$ cat src/rtl/dpsw_consts.svh
// Register offsets, field positions, reset values and counts for the pipe control block
`ifndef DPSW_CONSTS_SVH
`define DPSW_CONSTS_SVH
// ----------------------------------------
// Register offsets (byte addresses)
// ----------------------------------------
`define DPSW_STBY_CTRL_OFS 32'h5800_1858
`define DPSW_MW_ATTR_OFS 32'h5800_1900
`define DPSW_VP0_ATTR_OFS 32'h5800_1910
`define DPSW_VP1_ATTR_OFS 32'h5800_1914
`define DPSW_VP2_ATTR_OFS 32'h5800_1918
`define DPSW_MWCTL_OFS 32'h5800_1920
`define DPSW_IRQ_STAT_OFS 32'h5800_1930
`define DPSW_IRQ_MASK_OFS 32'h5800_1934
`define DPSW_STATUS_OFS 32'h5800_1938
// ----------------------------------------
// Field positions
// ----------------------------------------
`define DPSW_ENH_OFF_BIT 0
`define DPSW_ENABLE_BIT 0
`define DPSW_MEM_MODE_BIT 19
`define DPSW_SRC_LSB 1
`define DPSW_MW_DONE_BIT 0
`define DPSW_SYNC_LOST_BIT 1
`define DPSW_UNDERFLOW_BIT 2
// ----------------------------------------
// Reset values and counts
// ----------------------------------------
`define DPSW_STBY_RESET 32'h0000_0000
`define DPSW_ATTR_RESET 32'h0000_0000
`define DPSW_IRQ_W 3
`define DPSW_NUM_PIPES 3
`define DPSW_FRAME_CYCLES 16'h0400
`endif

$ cat src/rtl/dpsw_pkg.sv
// Types shared by the pipe standby and memory writer control block
package dpsw_pkg;
    // Register bus request
    typedef struct packed {
        logic [31:0] addr;
        logic [31:0] wdata;
        logic wr;
        logic rd;
    } dpsw_req_t;
    // Memory writer sequencing states
    typedef enum logic [1:0] {
        DPSW_IDLE,
        DPSW_RUN,
        DPSW_DONE
    } dpsw_mw_state_t;
endpackage

$ cat src/rtl/dpsw_ctl.sv
// Standby enhancement and memory writer path control for the display subsystem pipes
//
// Operation
// - Enhanced standby ignores non-optimal DMA thresholds.
// - Standby control bit 0: one turns enhancement off.
// - Writer attributes bit 19 selects memory-to-memory.
// - Completion clears writer enable, pipe stays enabled.
// - Unaligned on-the-fly redirect raises sync lost.
// - Pipe attributes bit 0 enables the pipe.
`timescale 1ns/100ps
`include "dpsw_consts.svh"

module dpsw_ctl #(
    parameter int NPIPE = `DPSW_NUM_PIPES,
    parameter logic [15:0] FRAME_CYCLES = `DPSW_FRAME_CYCLES
) (
    input wire logic clk,
    input wire logic arst_n,
    input wire dpsw_pkg::dpsw_req_t busReq,
    output logic [31:0] busRdata,
    input wire logic smartStandby,
    input wire logic dmaThreshOk,
    input wire logic pipeIdle,
    input wire logic frameStart,
    input wire logic mwFrameDone,
    output logic standbyAck,
    output logic [NPIPE-1:0] pipeEnable,
    output logic [NPIPE-1:0] pipeToPanel,
    output logic mwEnable,
    output logic mwMemMode,
    output logic irq
);
    // ----------------------------------------
    // Register state
    // ----------------------------------------
    logic enhOff_reg; // Enhancement turned off
    logic [31:0] mwAttr_reg; // Memory writer attributes
    logic [31:0] vpAttr_reg [NPIPE]; // Video pipe attributes
    logic [NPIPE-1:0] vpToPanel_reg; // Pipe routed to panel, not writer
    logic [`DPSW_IRQ_W-1:0] irqStat_reg; // Sticky events
    logic [`DPSW_IRQ_W-1:0] irqMask_reg; // Event mask
    logic [31:0] rdata_reg; // Read data, one cycle late
    dpsw_pkg::dpsw_mw_state_t mwState_reg;
    logic [15:0] frameCnt_reg; // Cycles elapsed in writer run
    logic [NPIPE-1:0] frameAligned_reg; // Pipe's panel frame started
    logic mwDoneEv; // Writer run completes this cycle
    logic syncLostEv; // Unaligned redirect seen
    logic underflowEv; // Multi-pipe smart-standby hazard
    logic standbyOk; // Standby condition
    logic [NPIPE-1:0] pipeEnVec; // Enable bits gathered
    logic [1:0] pipesOn; // Count of enabled pipes
    logic wrStby, wrMw, wrCtl, wrStat, wrMask;

    assign wrStby = busReq.wr && busReq.addr == `DPSW_STBY_CTRL_OFS;
    assign wrMw = busReq.wr && busReq.addr == `DPSW_MW_ATTR_OFS;
    assign wrCtl = busReq.wr && busReq.addr == `DPSW_MWCTL_OFS;
    assign wrStat = busReq.wr && busReq.addr == `DPSW_IRQ_STAT_OFS;
    assign wrMask = busReq.wr && busReq.addr == `DPSW_IRQ_MASK_OFS;

    // ----------------------------------------
    // Standby enhancement control
    // ----------------------------------------
    // Bit 0 only; other bits read as zero
    always_ff @(posedge clk or negedge arst_n) begin
        if (!arst_n) begin
            enhOff_reg <= 1'b0;
        end else if (wrStby) begin
            enhOff_reg <= busReq.wdata[`DPSW_ENH_OFF_BIT];
        end
    end

    // Count enabled pipes for the standby hazard
    always_comb begin
        pipesOn = 2'd0;
        for (int i = 0; i < NPIPE; i++) begin
            pipeEnVec[i] = vpAttr_reg[i][`DPSW_ENABLE_BIT];
            if (pipeEnVec[i] && pipesOn != 2'd3) begin
                pipesOn = pipesOn + 2'd1;
            end
        end
    end

    // Enhanced mode skips the threshold check, legacy mode needs it
    assign standbyOk = pipeIdle && (!enhOff_reg || dmaThreshOk);
    // Enhancement left on with several pipes in smart standby underflows
    assign underflowEv = smartStandby && !enhOff_reg && pipesOn > 2'd1 && standbyAck;

    always_ff @(posedge clk or negedge arst_n) begin
        if (!arst_n) begin
            standbyAck <= 1'b0;
        end else begin
            standbyAck <= smartStandby && standbyOk;
        end
    end

    // ----------------------------------------
    // Memory writer attributes and sequencing
    // ----------------------------------------
    // Hardware clear of enable beats a software write in the same cycle
    always_ff @(posedge clk or negedge arst_n) begin
        if (!arst_n) begin
            mwAttr_reg <= `DPSW_ATTR_RESET;
        end else begin
            if (wrMw) begin
                mwAttr_reg <= busReq.wdata;
            end
            if (mwDoneEv) begin
                mwAttr_reg[`DPSW_ENABLE_BIT] <= 1'b0;
            end
        end
    end

    // Run lasts until the writer reports the frame written or the count reaches FRAME_CYCLES
    always_ff @(posedge clk or negedge arst_n) begin
        if (!arst_n) begin
            mwState_reg <= dpsw_pkg::DPSW_IDLE;
            frameCnt_reg <= 16'h0000;
        end else begin
            case (mwState_reg)
                dpsw_pkg::DPSW_IDLE: begin
                    // Memory mode run starts on enable
                    if (mwAttr_reg[`DPSW_ENABLE_BIT] && mwAttr_reg[`DPSW_MEM_MODE_BIT]) begin
                        mwState_reg <= dpsw_pkg::DPSW_RUN;
                        frameCnt_reg <= 16'h0000;
                    end
                end
                dpsw_pkg::DPSW_RUN: begin
                    // Timeout guards a writer that never reports
                    if (mwFrameDone || frameCnt_reg == FRAME_CYCLES) begin
                        mwState_reg <= dpsw_pkg::DPSW_DONE;
                    end else begin
                        frameCnt_reg <= frameCnt_reg + 16'h0001;
                    end
                end
                dpsw_pkg::DPSW_DONE: begin
                    // Wait for enable low before a new run
                    if (!mwAttr_reg[`DPSW_ENABLE_BIT]) begin
                        mwState_reg <= dpsw_pkg::DPSW_IDLE;
                    end
                end
                default: begin
                    mwState_reg <= dpsw_pkg::DPSW_IDLE;
                end
            endcase
        end
    end

    assign mwDoneEv = mwState_reg == dpsw_pkg::DPSW_RUN
        && (mwFrameDone || frameCnt_reg == FRAME_CYCLES);

    // ----------------------------------------
    // Video pipe attributes and routing
    // ----------------------------------------
    // Enable untouched by writer completion
    always_ff @(posedge clk or negedge arst_n) begin
        if (!arst_n) begin
            for (int i = 0; i < NPIPE; i++) begin
                vpAttr_reg[i] <= `DPSW_ATTR_RESET;
            end
        end else begin
            for (int i = 0; i < NPIPE; i++) begin
                if (busReq.wr && busReq.addr == `DPSW_VP0_ATTR_OFS + 32'(4 * i)) begin
                    vpAttr_reg[i] <= busReq.wdata;
                end
            end
        end
    end

    // Routing register: bit per pipe, one means panel
    always_ff @(posedge clk or negedge arst_n) begin
        if (!arst_n) begin
            vpToPanel_reg <= '0;
        end else if (wrCtl) begin
            vpToPanel_reg <= busReq.wdata[`DPSW_SRC_LSB +: NPIPE];
        end
    end

    // Panel frame alignment: a redirect only lines up after a frame start
    always_ff @(posedge clk or negedge arst_n) begin
        if (!arst_n) begin
            frameAligned_reg <= '0;
        end else begin
            for (int i = 0; i < NPIPE; i++) begin
                if (!pipeEnVec[i] || !vpToPanel_reg[i]) begin
                    frameAligned_reg[i] <= 1'b0;
                end else if (frameStart) begin
                    frameAligned_reg[i] <= 1'b1;
                end
            end
        end
    end

    // Redirect of a live pipe is not frame aligned
    always_comb begin
        syncLostEv = 1'b0;
        for (int i = 0; i < NPIPE; i++) begin
            if (wrCtl && pipeEnVec[i] && !vpToPanel_reg[i]
                && busReq.wdata[`DPSW_SRC_LSB + i]) begin
                syncLostEv = 1'b1;
            end
        end
    end

    // Outputs registered
    always_ff @(posedge clk or negedge arst_n) begin
        if (!arst_n) begin
            pipeEnable <= '0;
            pipeToPanel <= '0;
            mwEnable <= 1'b0;
            mwMemMode <= 1'b0;
        end else begin
            pipeEnable <= pipeEnVec;
            pipeToPanel <= vpToPanel_reg;
            mwEnable <= mwAttr_reg[`DPSW_ENABLE_BIT] && !mwDoneEv;
            mwMemMode <= mwAttr_reg[`DPSW_MEM_MODE_BIT];
        end
    end

    // ----------------------------------------
    // Interrupts
    // ----------------------------------------
    // Set wins over write-one-to-clear so no event is lost
    always_ff @(posedge clk or negedge arst_n) begin
        if (!arst_n) begin
            irqStat_reg <= '0;
        end else begin
            irqStat_reg <= (irqStat_reg & ~(wrStat ? busReq.wdata[`DPSW_IRQ_W-1:0] : '0))
                | {underflowEv, syncLostEv, mwDoneEv};
        end
    end

    always_ff @(posedge clk or negedge arst_n) begin
        if (!arst_n) begin
            irqMask_reg <= '0;
        end else if (wrMask) begin
            irqMask_reg <= busReq.wdata[`DPSW_IRQ_W-1:0];
        end
    end

    // Level interrupt, one cycle behind the status
    always_ff @(posedge clk or negedge arst_n) begin
        if (!arst_n) begin
            irq <= 1'b0;
        end else begin
            irq <= |(irqStat_reg & irqMask_reg);
        end
    end

    // ----------------------------------------
    // Read path
    // ----------------------------------------
    // Unmapped addresses read zero
    always_ff @(posedge clk or negedge arst_n) begin
        if (!arst_n) begin
            rdata_reg <= 32'h0000_0000;
        end else if (busReq.rd) begin
            rdata_reg <= 32'h0000_0000;
            case (busReq.addr)
                `DPSW_STBY_CTRL_OFS: rdata_reg <= {31'h0000_0000, enhOff_reg};
                `DPSW_MW_ATTR_OFS: rdata_reg <= mwAttr_reg;
                `DPSW_VP0_ATTR_OFS: rdata_reg <= vpAttr_reg[0];
                `DPSW_VP1_ATTR_OFS: rdata_reg <= vpAttr_reg[1];
                `DPSW_VP2_ATTR_OFS: rdata_reg <= vpAttr_reg[2];
                `DPSW_MWCTL_OFS: rdata_reg <= 32'({vpToPanel_reg, 1'b0});
                `DPSW_IRQ_STAT_OFS: rdata_reg <= 32'(irqStat_reg);
                `DPSW_IRQ_MASK_OFS: rdata_reg <= 32'(irqMask_reg);
                `DPSW_STATUS_OFS: rdata_reg <= 32'({frameAligned_reg, mwState_reg});
                default: rdata_reg <= 32'h0000_0000;
            endcase
        end
    end
    assign busRdata = rdata_reg;

    // ----------------------------------------
    // Assertions
    // ----------------------------------------
    property p_enh_bit;
        @(posedge clk) disable iff (!arst_n)
        wrStby |=> enhOff_reg == $past(busReq.wdata[0]);
    endproperty
    a_enh_bit: assert property (p_enh_bit) else $error("standby bit not stored");

    property p_enh_standby;
        @(posedge clk) disable iff (!arst_n)
        smartStandby && pipeIdle && !enhOff_reg |=> standbyAck;
    endproperty
    a_enh_standby: assert property (p_enh_standby) else $error("no enhanced standby");

    property p_mem_mode;
        @(posedge clk) disable iff (!arst_n)
        wrMw ##1 1'b1 |=> mwMemMode == $past(busReq.wdata[19], 2);
    endproperty
    a_mem_mode: assert property (p_mem_mode) else $error("memory mode wrong");

    property p_mem_start;
        @(posedge clk) disable iff (!arst_n)
        mwState_reg == dpsw_pkg::DPSW_IDLE && mwAttr_reg[0] && mwAttr_reg[19]
            |=> mwState_reg == dpsw_pkg::DPSW_RUN;
    endproperty
    a_mem_start: assert property (p_mem_start) else $error("writer run not started");

    property p_legacy_stby;
        @(posedge clk) disable iff (!arst_n)
        enhOff_reg && !dmaThreshOk |=> !standbyAck;
    endproperty
    a_legacy_stby: assert property (p_legacy_stby) else $error("legacy standby");

    property p_underflow;
        @(posedge clk) disable iff (!arst_n)
        smartStandby && !enhOff_reg && pipesOn > 2'd1 && standbyAck |=> irqStat_reg[2];
    endproperty
    a_underflow: assert property (p_underflow) else $error("underflow not flagged");

    property p_done_clear;
        @(posedge clk) disable iff (!arst_n)
        mwDoneEv |=> !mwAttr_reg[0] ##1 !mwEnable;
    endproperty
    a_done_clear: assert property (p_done_clear) else $error("writer enable kept");

    property p_pipe_kept;
        @(posedge clk) disable iff (!arst_n)
        mwDoneEv && !busReq.wr |=> pipeEnVec == $past(pipeEnVec);
    endproperty
    a_pipe_kept: assert property (p_pipe_kept) else $error("pipe enable changed");

    property p_sync_lost;
        @(posedge clk) disable iff (!arst_n)
        syncLostEv |=> irqStat_reg[1];
    endproperty
    a_sync_lost: assert property (p_sync_lost) else $error("sync lost not flagged");

    property p_pipe_en;
        @(posedge clk) disable iff (!arst_n)
        busReq.wr && busReq.addr == `DPSW_VP0_ATTR_OFS ##1 1'b1
            |=> pipeEnable[0] == $past(busReq.wdata[0], 2);
    endproperty
    a_pipe_en: assert property (p_pipe_en) else $error("pipe enable wrong");

    property p_irq_level;
        @(posedge clk) disable iff (!arst_n)
        |(irqStat_reg & irqMask_reg) |=> irq;
    endproperty
    a_irq_level: assert property (p_irq_level) else $error("interrupt missing");

    c_mem_done: cover property (@(posedge clk) disable iff (!arst_n) mwDoneEv);
    c_aligned: cover property (@(posedge clk) disable iff (!arst_n) |frameAligned_reg);
    c_sync_lost: cover property (@(posedge clk) disable iff (!arst_n) syncLostEv);
    c_underflow: cover property (@(posedge clk) disable iff (!arst_n) underflowEv);
endmodule

$ cat config.mk
export PLATFORM = sky130hd
export DESIGN_NAME = dpsw_ctl
export DESIGN_NICKNAME = d
export VERILOG_FILES = /design/src/rtl/dpsw_pkg.sv /design/src/rtl/dpsw_ctl.sv
export VERILOG_INCLUDE_DIRS = /design/src /design/src/rtl
export SDC_FILE = /design/constraint.sdc
export NUM_CORES = 1
export LEC_CHECK = 0
export BUFFER_PORTS_ARGS = -buffer_cell sky130_fd_sc_hd__buf_2
export CORE_MARGIN = 8
export CORE_UTILIZATION = 35
export CTS_BUF_LIST = sky130_fd_sc_hd__clkbuf_8
export CTS_CLUSTER_DIAMETER = 40
export DETAILED_ROUTE_END_ITERATION = 8
export GPL_TIMING_DRIVEN = 0
export HOLD_SLACK_MARGIN = 0.02
export SYNTH_ARGS = -nofsm -noshare
export SYNTH_HDL_FRONTEND = slang
export SYNTH_SLANG_ARGS = --single-unit
$ cat constraint.sdc
create_clock -name clk -period 2.4 [get_ports clk]
set_input_delay 0.12 -clock clk [delete_from_list [all_inputs] [get_ports clk]]
set_output_delay 0.12 -clock clk [all_outputs]
set_load 0.02 [all_outputs]
# --- After elaboration in Yosys (flattened, before gate mapping) ---
# Index checks and enable logic that the tools add are counted.
classes:
  n_addsub: 3
  n_lt_le_gt_ge: 1
  eq_ne: 18
  mux: 21
  bitwise: 4
  reduce_logical: 49
op_table:
  columns: ["cell", "count"]
  rows:
  - ["== test 32 x 31 -> 1 bit, second input constant", 9]
  - ["case mux 32 bit (9 select lines)", 1]
  - ["2-to-1 mux 16 bit", 2]
  - ["case mux 16 bit (2 select lines)", 1]
  - ["logical AND 1 bit", 27]
  - ["adder 16 x 1 -> 16 bit, second input constant", 1]
  - ["== test 16 x 11 -> 1 bit, second input constant", 1]
  - ["2-to-1 mux 1 bit", 10]
  - ["2-to-1 mux 2 bit", 5]
  - ["inequality test 2 bit, second input constant", 5]
  - ["nonzero test 2 bit", 5]
  - ["logical NOT 1 bit", 8]
  - ["bitwise AND 3 bit", 2]
  - ["case mux 2 bit (3 select lines)", 1]
  - ["AND reduction 3 bit", 2]
  - ["logical OR 1 bit", 5]
  - ["2-to-1 mux 3 bit", 1]
  - ["inverter 3 bit", 1]
  - ["OR 3 bit", 1]
  - ["OR reduction 3 bit", 1]
  - ["adder 1 x 1 -> 2 bit, second input constant", 1]
  - ["adder 2 x 1 -> 2 bit, second input constant", 1]
  - ["== test 2 x 1 -> 1 bit, second input constant", 1]
  - ["== test 2 bit, second input constant", 1]
  - ["other kinds (3)", 3]
word_totals:
  reg_bits: 201
  out_inout_bits: 42
  word_cells: 117

# --- Depth between registers and ports, before layout ---
logic_depth:
  ltp_word: 11
  mapped_depth: 8
  ltp_nobuf: 7

# --- Worst setup path before layout ---
# Ideal clock, no wire load.
synth_timing:
  path_type: "input to register"
  startpoint: "input port busReq[41] in the netlist's numbering"
  endpoint: "register vpAttr_reg[10] in the netlist's numbering"
  arrival_ns: 1.834
  slack_ns: 0.441
  cell_stages: 7
  n_path_buf: 2
  cell_sequence: "nor4b_4 -> nand2_2 -> nor3_2 -> and3_1 -> clkbuf_2 -> buf_4 -> mux2_2"
synth_between:
  elab_chain_cells: 2
synth_rtl:
  columns: ["element", "line_no", "rtl"]
  rows:
  - ["start, declared", "dpsw_ctl.sv:19", "input wire dpsw_pkg::dpsw_req_t busReq,"]
  - ["== test 32 x 31 -> 1 bit", "dpsw_ctl.sv:162", "if (busReq.wr && busReq.addr == `DPSW_VP0_ATTR_OFS + 32'(4 * i)) begin"]
  - ["logical AND 1 bit", "dpsw_ctl.sv:162", null]
  - ["end signal, assigned by index", "dpsw_ctl.sv:158", "vpAttr_reg[i] <= `DPSW_ATTR_RESET;"]
  - ["end signal, assigned by index", "dpsw_ctl.sv:163", "vpAttr_reg[i] <= busReq.wdata;"]
  - ["end, declared", "dpsw_ctl.sv:38", "logic [31:0] vpAttr_reg [NPIPE];"]
# Every way passes these cells.
# A chain may end at the register's enable or synchronous reset.

# --- Worst setup path after layout ---
layout_timing:
  startpoint: "input port busReq[37] in the netlist's numbering"
  endpoint: "register mwAttr_reg[20]"
layout_between:
  elab_chain_cells: 2
layout_rtl:
  columns: ["element", "line_no", "rtl"]
  rows:
  - ["== test 32 x 31 -> 1 bit", null, null]
  - ["logical AND 1 bit (no source line)", null, null]
  - ["end signal, assigned", "dpsw_ctl.sv:102", "mwAttr_reg <= `DPSW_ATTR_RESET;"]
  - ["end signal, assigned", "dpsw_ctl.sv:105", "mwAttr_reg <= busReq.wdata;"]
  - ["end, declared", "dpsw_ctl.sv:37", "logic [31:0] mwAttr_reg;"]
# Every way passes these cells.

==> summary.md <==
| Metric | Value |
|---|---|
| Worst r2r path cells | `8` |
| Synth-to-Final Area Change | `24.55%` |
| Gr ovfl total | `0` |
| Total design power | `7.334 mW` |
| Sequential share of the synthesized area | `55.70%` |
| Post-layout util | `44.54%` |
| Post-CTS setup buffer count | `0` |
| Cells after synthesis | `701` |
| Vias in the first global route | `7055` |
| H-tree Lvls | `2` |
| Core ar. | `25250 µm²` |
| Syn nets | `778` |
| Detailed Place HPWL | `17190 µm` |
| CP required | `2810 ps` |
| Final hold vios | `0` |
| Final period utilization | `89.21%` |
| Crit-path max FO | `10` |
| Top_reg_cell synth | `dfrtp_1` |
| Clock sinks | `201` |
| Post-Synth Simple-Gate Area | `11.04%` |
| Yosys top cell area share | `55.70%` |
| Main combinational cell family by area after synthesis | `multiplexers` |
| Multi-input logic area | `3736 µm²` |
| Syn Std Cell Area | `9030 µm²` |
| Worst skew pair latency | `530 ps` |
| CP Launch Type | `input pin` |
| Post-synthesis xor/xnor area fraction | `0.7759%` |
| CTS Buf Count | `38` |
| Yosys reg bits | `201` |
| Avg Inst Size Synth | `12.88 µm²` |
| Layout cells sized above 1 | `33.12%` |
| Clock Tree Buf Depth | `3` |
| Critical Path AT | `2550 ps` |
| Setup-failing EPs final | `0` |
| Final Routed Wirelength | `24750 µm` |
| # rows | `58` |
| Largest net degree at the start of global routing | `85` |
| Top cells by count, synth | `201 x dfrtp_1, 96 x mux2_2, 46 x nor2_1, 39 x mux2_1, 35 x a21oi_1` |
| Max FFs per register | `93` |
| Max-cap viol count | `0` |
| Complex-gate fraction of the synthesized area | `11.25%` |
| Routability cong. | `0.7846` |
| Port-buffer cells | `113` |
| Height of the die | `176.6 µm` |
| Fin. max-slew vios | `0` |
| Post-synth EDFFs | `0` |
| Diodes inserted | `0` |
| Least-Margin Pin Slew | `754.3 ps` |
| Post-synthesis mux area share | `17.75%` |
| Residual DRC count | `0` |
| GRT busiest layer | `met2` |
| Leak Pwr | `5.513 nW` |
| Antenna violations before repair | `0` |
| Initial Utilization | `35.76%` |
| Power Density | `652.1 nW/µm²` |
| Slew HR | `49.30%` |
| Count of cell types in the netlist | `61` |
| Routed via count | `6643` |
| Via/cell ratio | `5.310` |
| Largest area contributor in the netlist | `dfrtp_1` |
| Syn. warnings | `0` |
| Post-Place Cells | `1146` |
| CTS Root Cell | `clkbuf_8` |
| Post-route design area | `11250 µm²` |
| FF+latch area | `5030 µm²` |
| Peak VDD IR | `309.3 µV` |
| WL per Instance | `19.79 µm` |
| DP Area | `10070 µm²` |
| DIE AREA | `31190 µm²` |
| Top Ports | `115` |
| Synth Area in Adders | `0.5542%` |
| Hold Path Class | `in -> async` |
| Critical path class | `in -> reg` |
| CTS tree | `built` |
| Gr usage total | `15.85%` |
| Min Tclk post-route | `2141 ps` |
| Filler instances | `2355` |
| Fmax | `467.1 MHz` |
| Grt met1 use | `21.25%` |
| Met3 GRT Util | `3.563%` |
| Clk_skew | `30.26 ps` |
| DRT iter0 DRCs | `490` |
| CP Capture Type | `register` |
| First-pass GRT wire length | `39410 µm` |
| Finished Layout Cells | `1251` |
| Post-synthesis async set-or-reset flop share | `100.0%` |
| Met2 GRT Util | `25.49%` |
| Count leader, synth | `dfrtp_1` |
| RSZ-0062 raised after global routing | `no` |
| Status | `finished, final reports clean` |
| Nets | `971` |
| Top cells by area, synth | `dfrtp_1 56%, mux2_2 12%, mux2_1 4.9%, a222oi_1 3.0%, a22o_1 2.7%` |
| DRT Pass-1 Iters | `8` |
| Post-DRT Antenna Nets | `0` |
| CTS clock-pin slew for the worst setup and hold paths | `60 ps` |
| Die width | `176.6 µm` |
| Worst hold slack | `71.60 ps` |
## final cells by class
cell class | instances | area share (%)
Clock inverter | 21 | 1.413
Inverter | 16 | 0.5340
Sequential cell | 201 | 44.72
Tap cell | 330 | 3.671
Multi-Input combinational cell | 443 | 33.22
Timing Repair Buffer | 153 | 8.989
Clock buffer | 46 | 5.629
Buffer | 41 | 1.824
## cell usage in the layout (no fill, tap or decap), drive strengths merged, types with 14 or more instances in the layout
cell / netlist / routed
nor2: 46 / 46
dlygate4sd3: 0 / 38
nand2: 17 / 17
clkbuf: 21 / 67
nor4: 14 / 14
a21oi: 35 / 35
a222oi: 27 / 27
inv: 16 / 28
a22o: 28 / 28
mux2: 135 / 135
dfrtp: 201 / 201
nand4: 14 / 14
buf: 20 / 135
## power by group
part	internal (mW)	switching (mW)	leakage (nW)
clock network	1.96	1.46	0.440
logic	0.165	0.290	2.32
registers	3.43	0.0238	2.76
## through the flow
step	setup slack [ps]	setup TNS, ps
detailed placement	-212.9	-16190
global placement	-2301	-474000
global route	88.86	0
finish	258.9	0
CTS	120.9	0
floorplan	441.3	0
## repair_timing
| action | 4_1_cts | 5_1_grt |
|---|---|---|
| setup endpoints to repair | 0 | 2 |
| hold buffers | 38 | 0 |
| gates resized for setup | 0 | 2 |
| hold endpoints to repair | 261 | 0 |
## logic make-up after synthesis
logic type                 after synthesis
AOI/OAI and AO/OA                      134
buffers and inverters                   57
xor gates and xnor gates                 8
DFF                                    201
adders and majority gates                4
muxes                                  142
and+or+nand+nor                        155
## routing by layer
layer / wire length, µm / share of wire [%] / vias up
li1: - / - / 3035
met1: 10950 / 44 / 3358
met2: 11840 / 48 / 220
met3: 1606 / 6.5 / 30
met4: 354 / 1.4 / 0
met5: 0 / 0 / -
## path summary, 6_finish.rpt
path                                  startpoint          endpoint  slack (ps)
worst min-delay path                      arst_n  frameCnt_reg[11]          70
worst max-delay path                  busReq[37]    mwAttr_reg[20]         260
min in group clk                       busReq[1]    vpAttr_reg[33]          90
max in group asynchronous                 arst_n    vpAttr_reg[90]        1250
worst min register to register  vpToPanel_reg[2]    pipeToPanel[2]         470
worst max register to register   frameCnt_reg[0]  frameCnt_reg[11]         290
## critical path: stages
cell and delay [ps]:
buf_2 150, nor4_1 550, nand4_1 280, nor4_2 590, buf_2 480, mux2_2 380
Power figures use the tool's default switching activity.
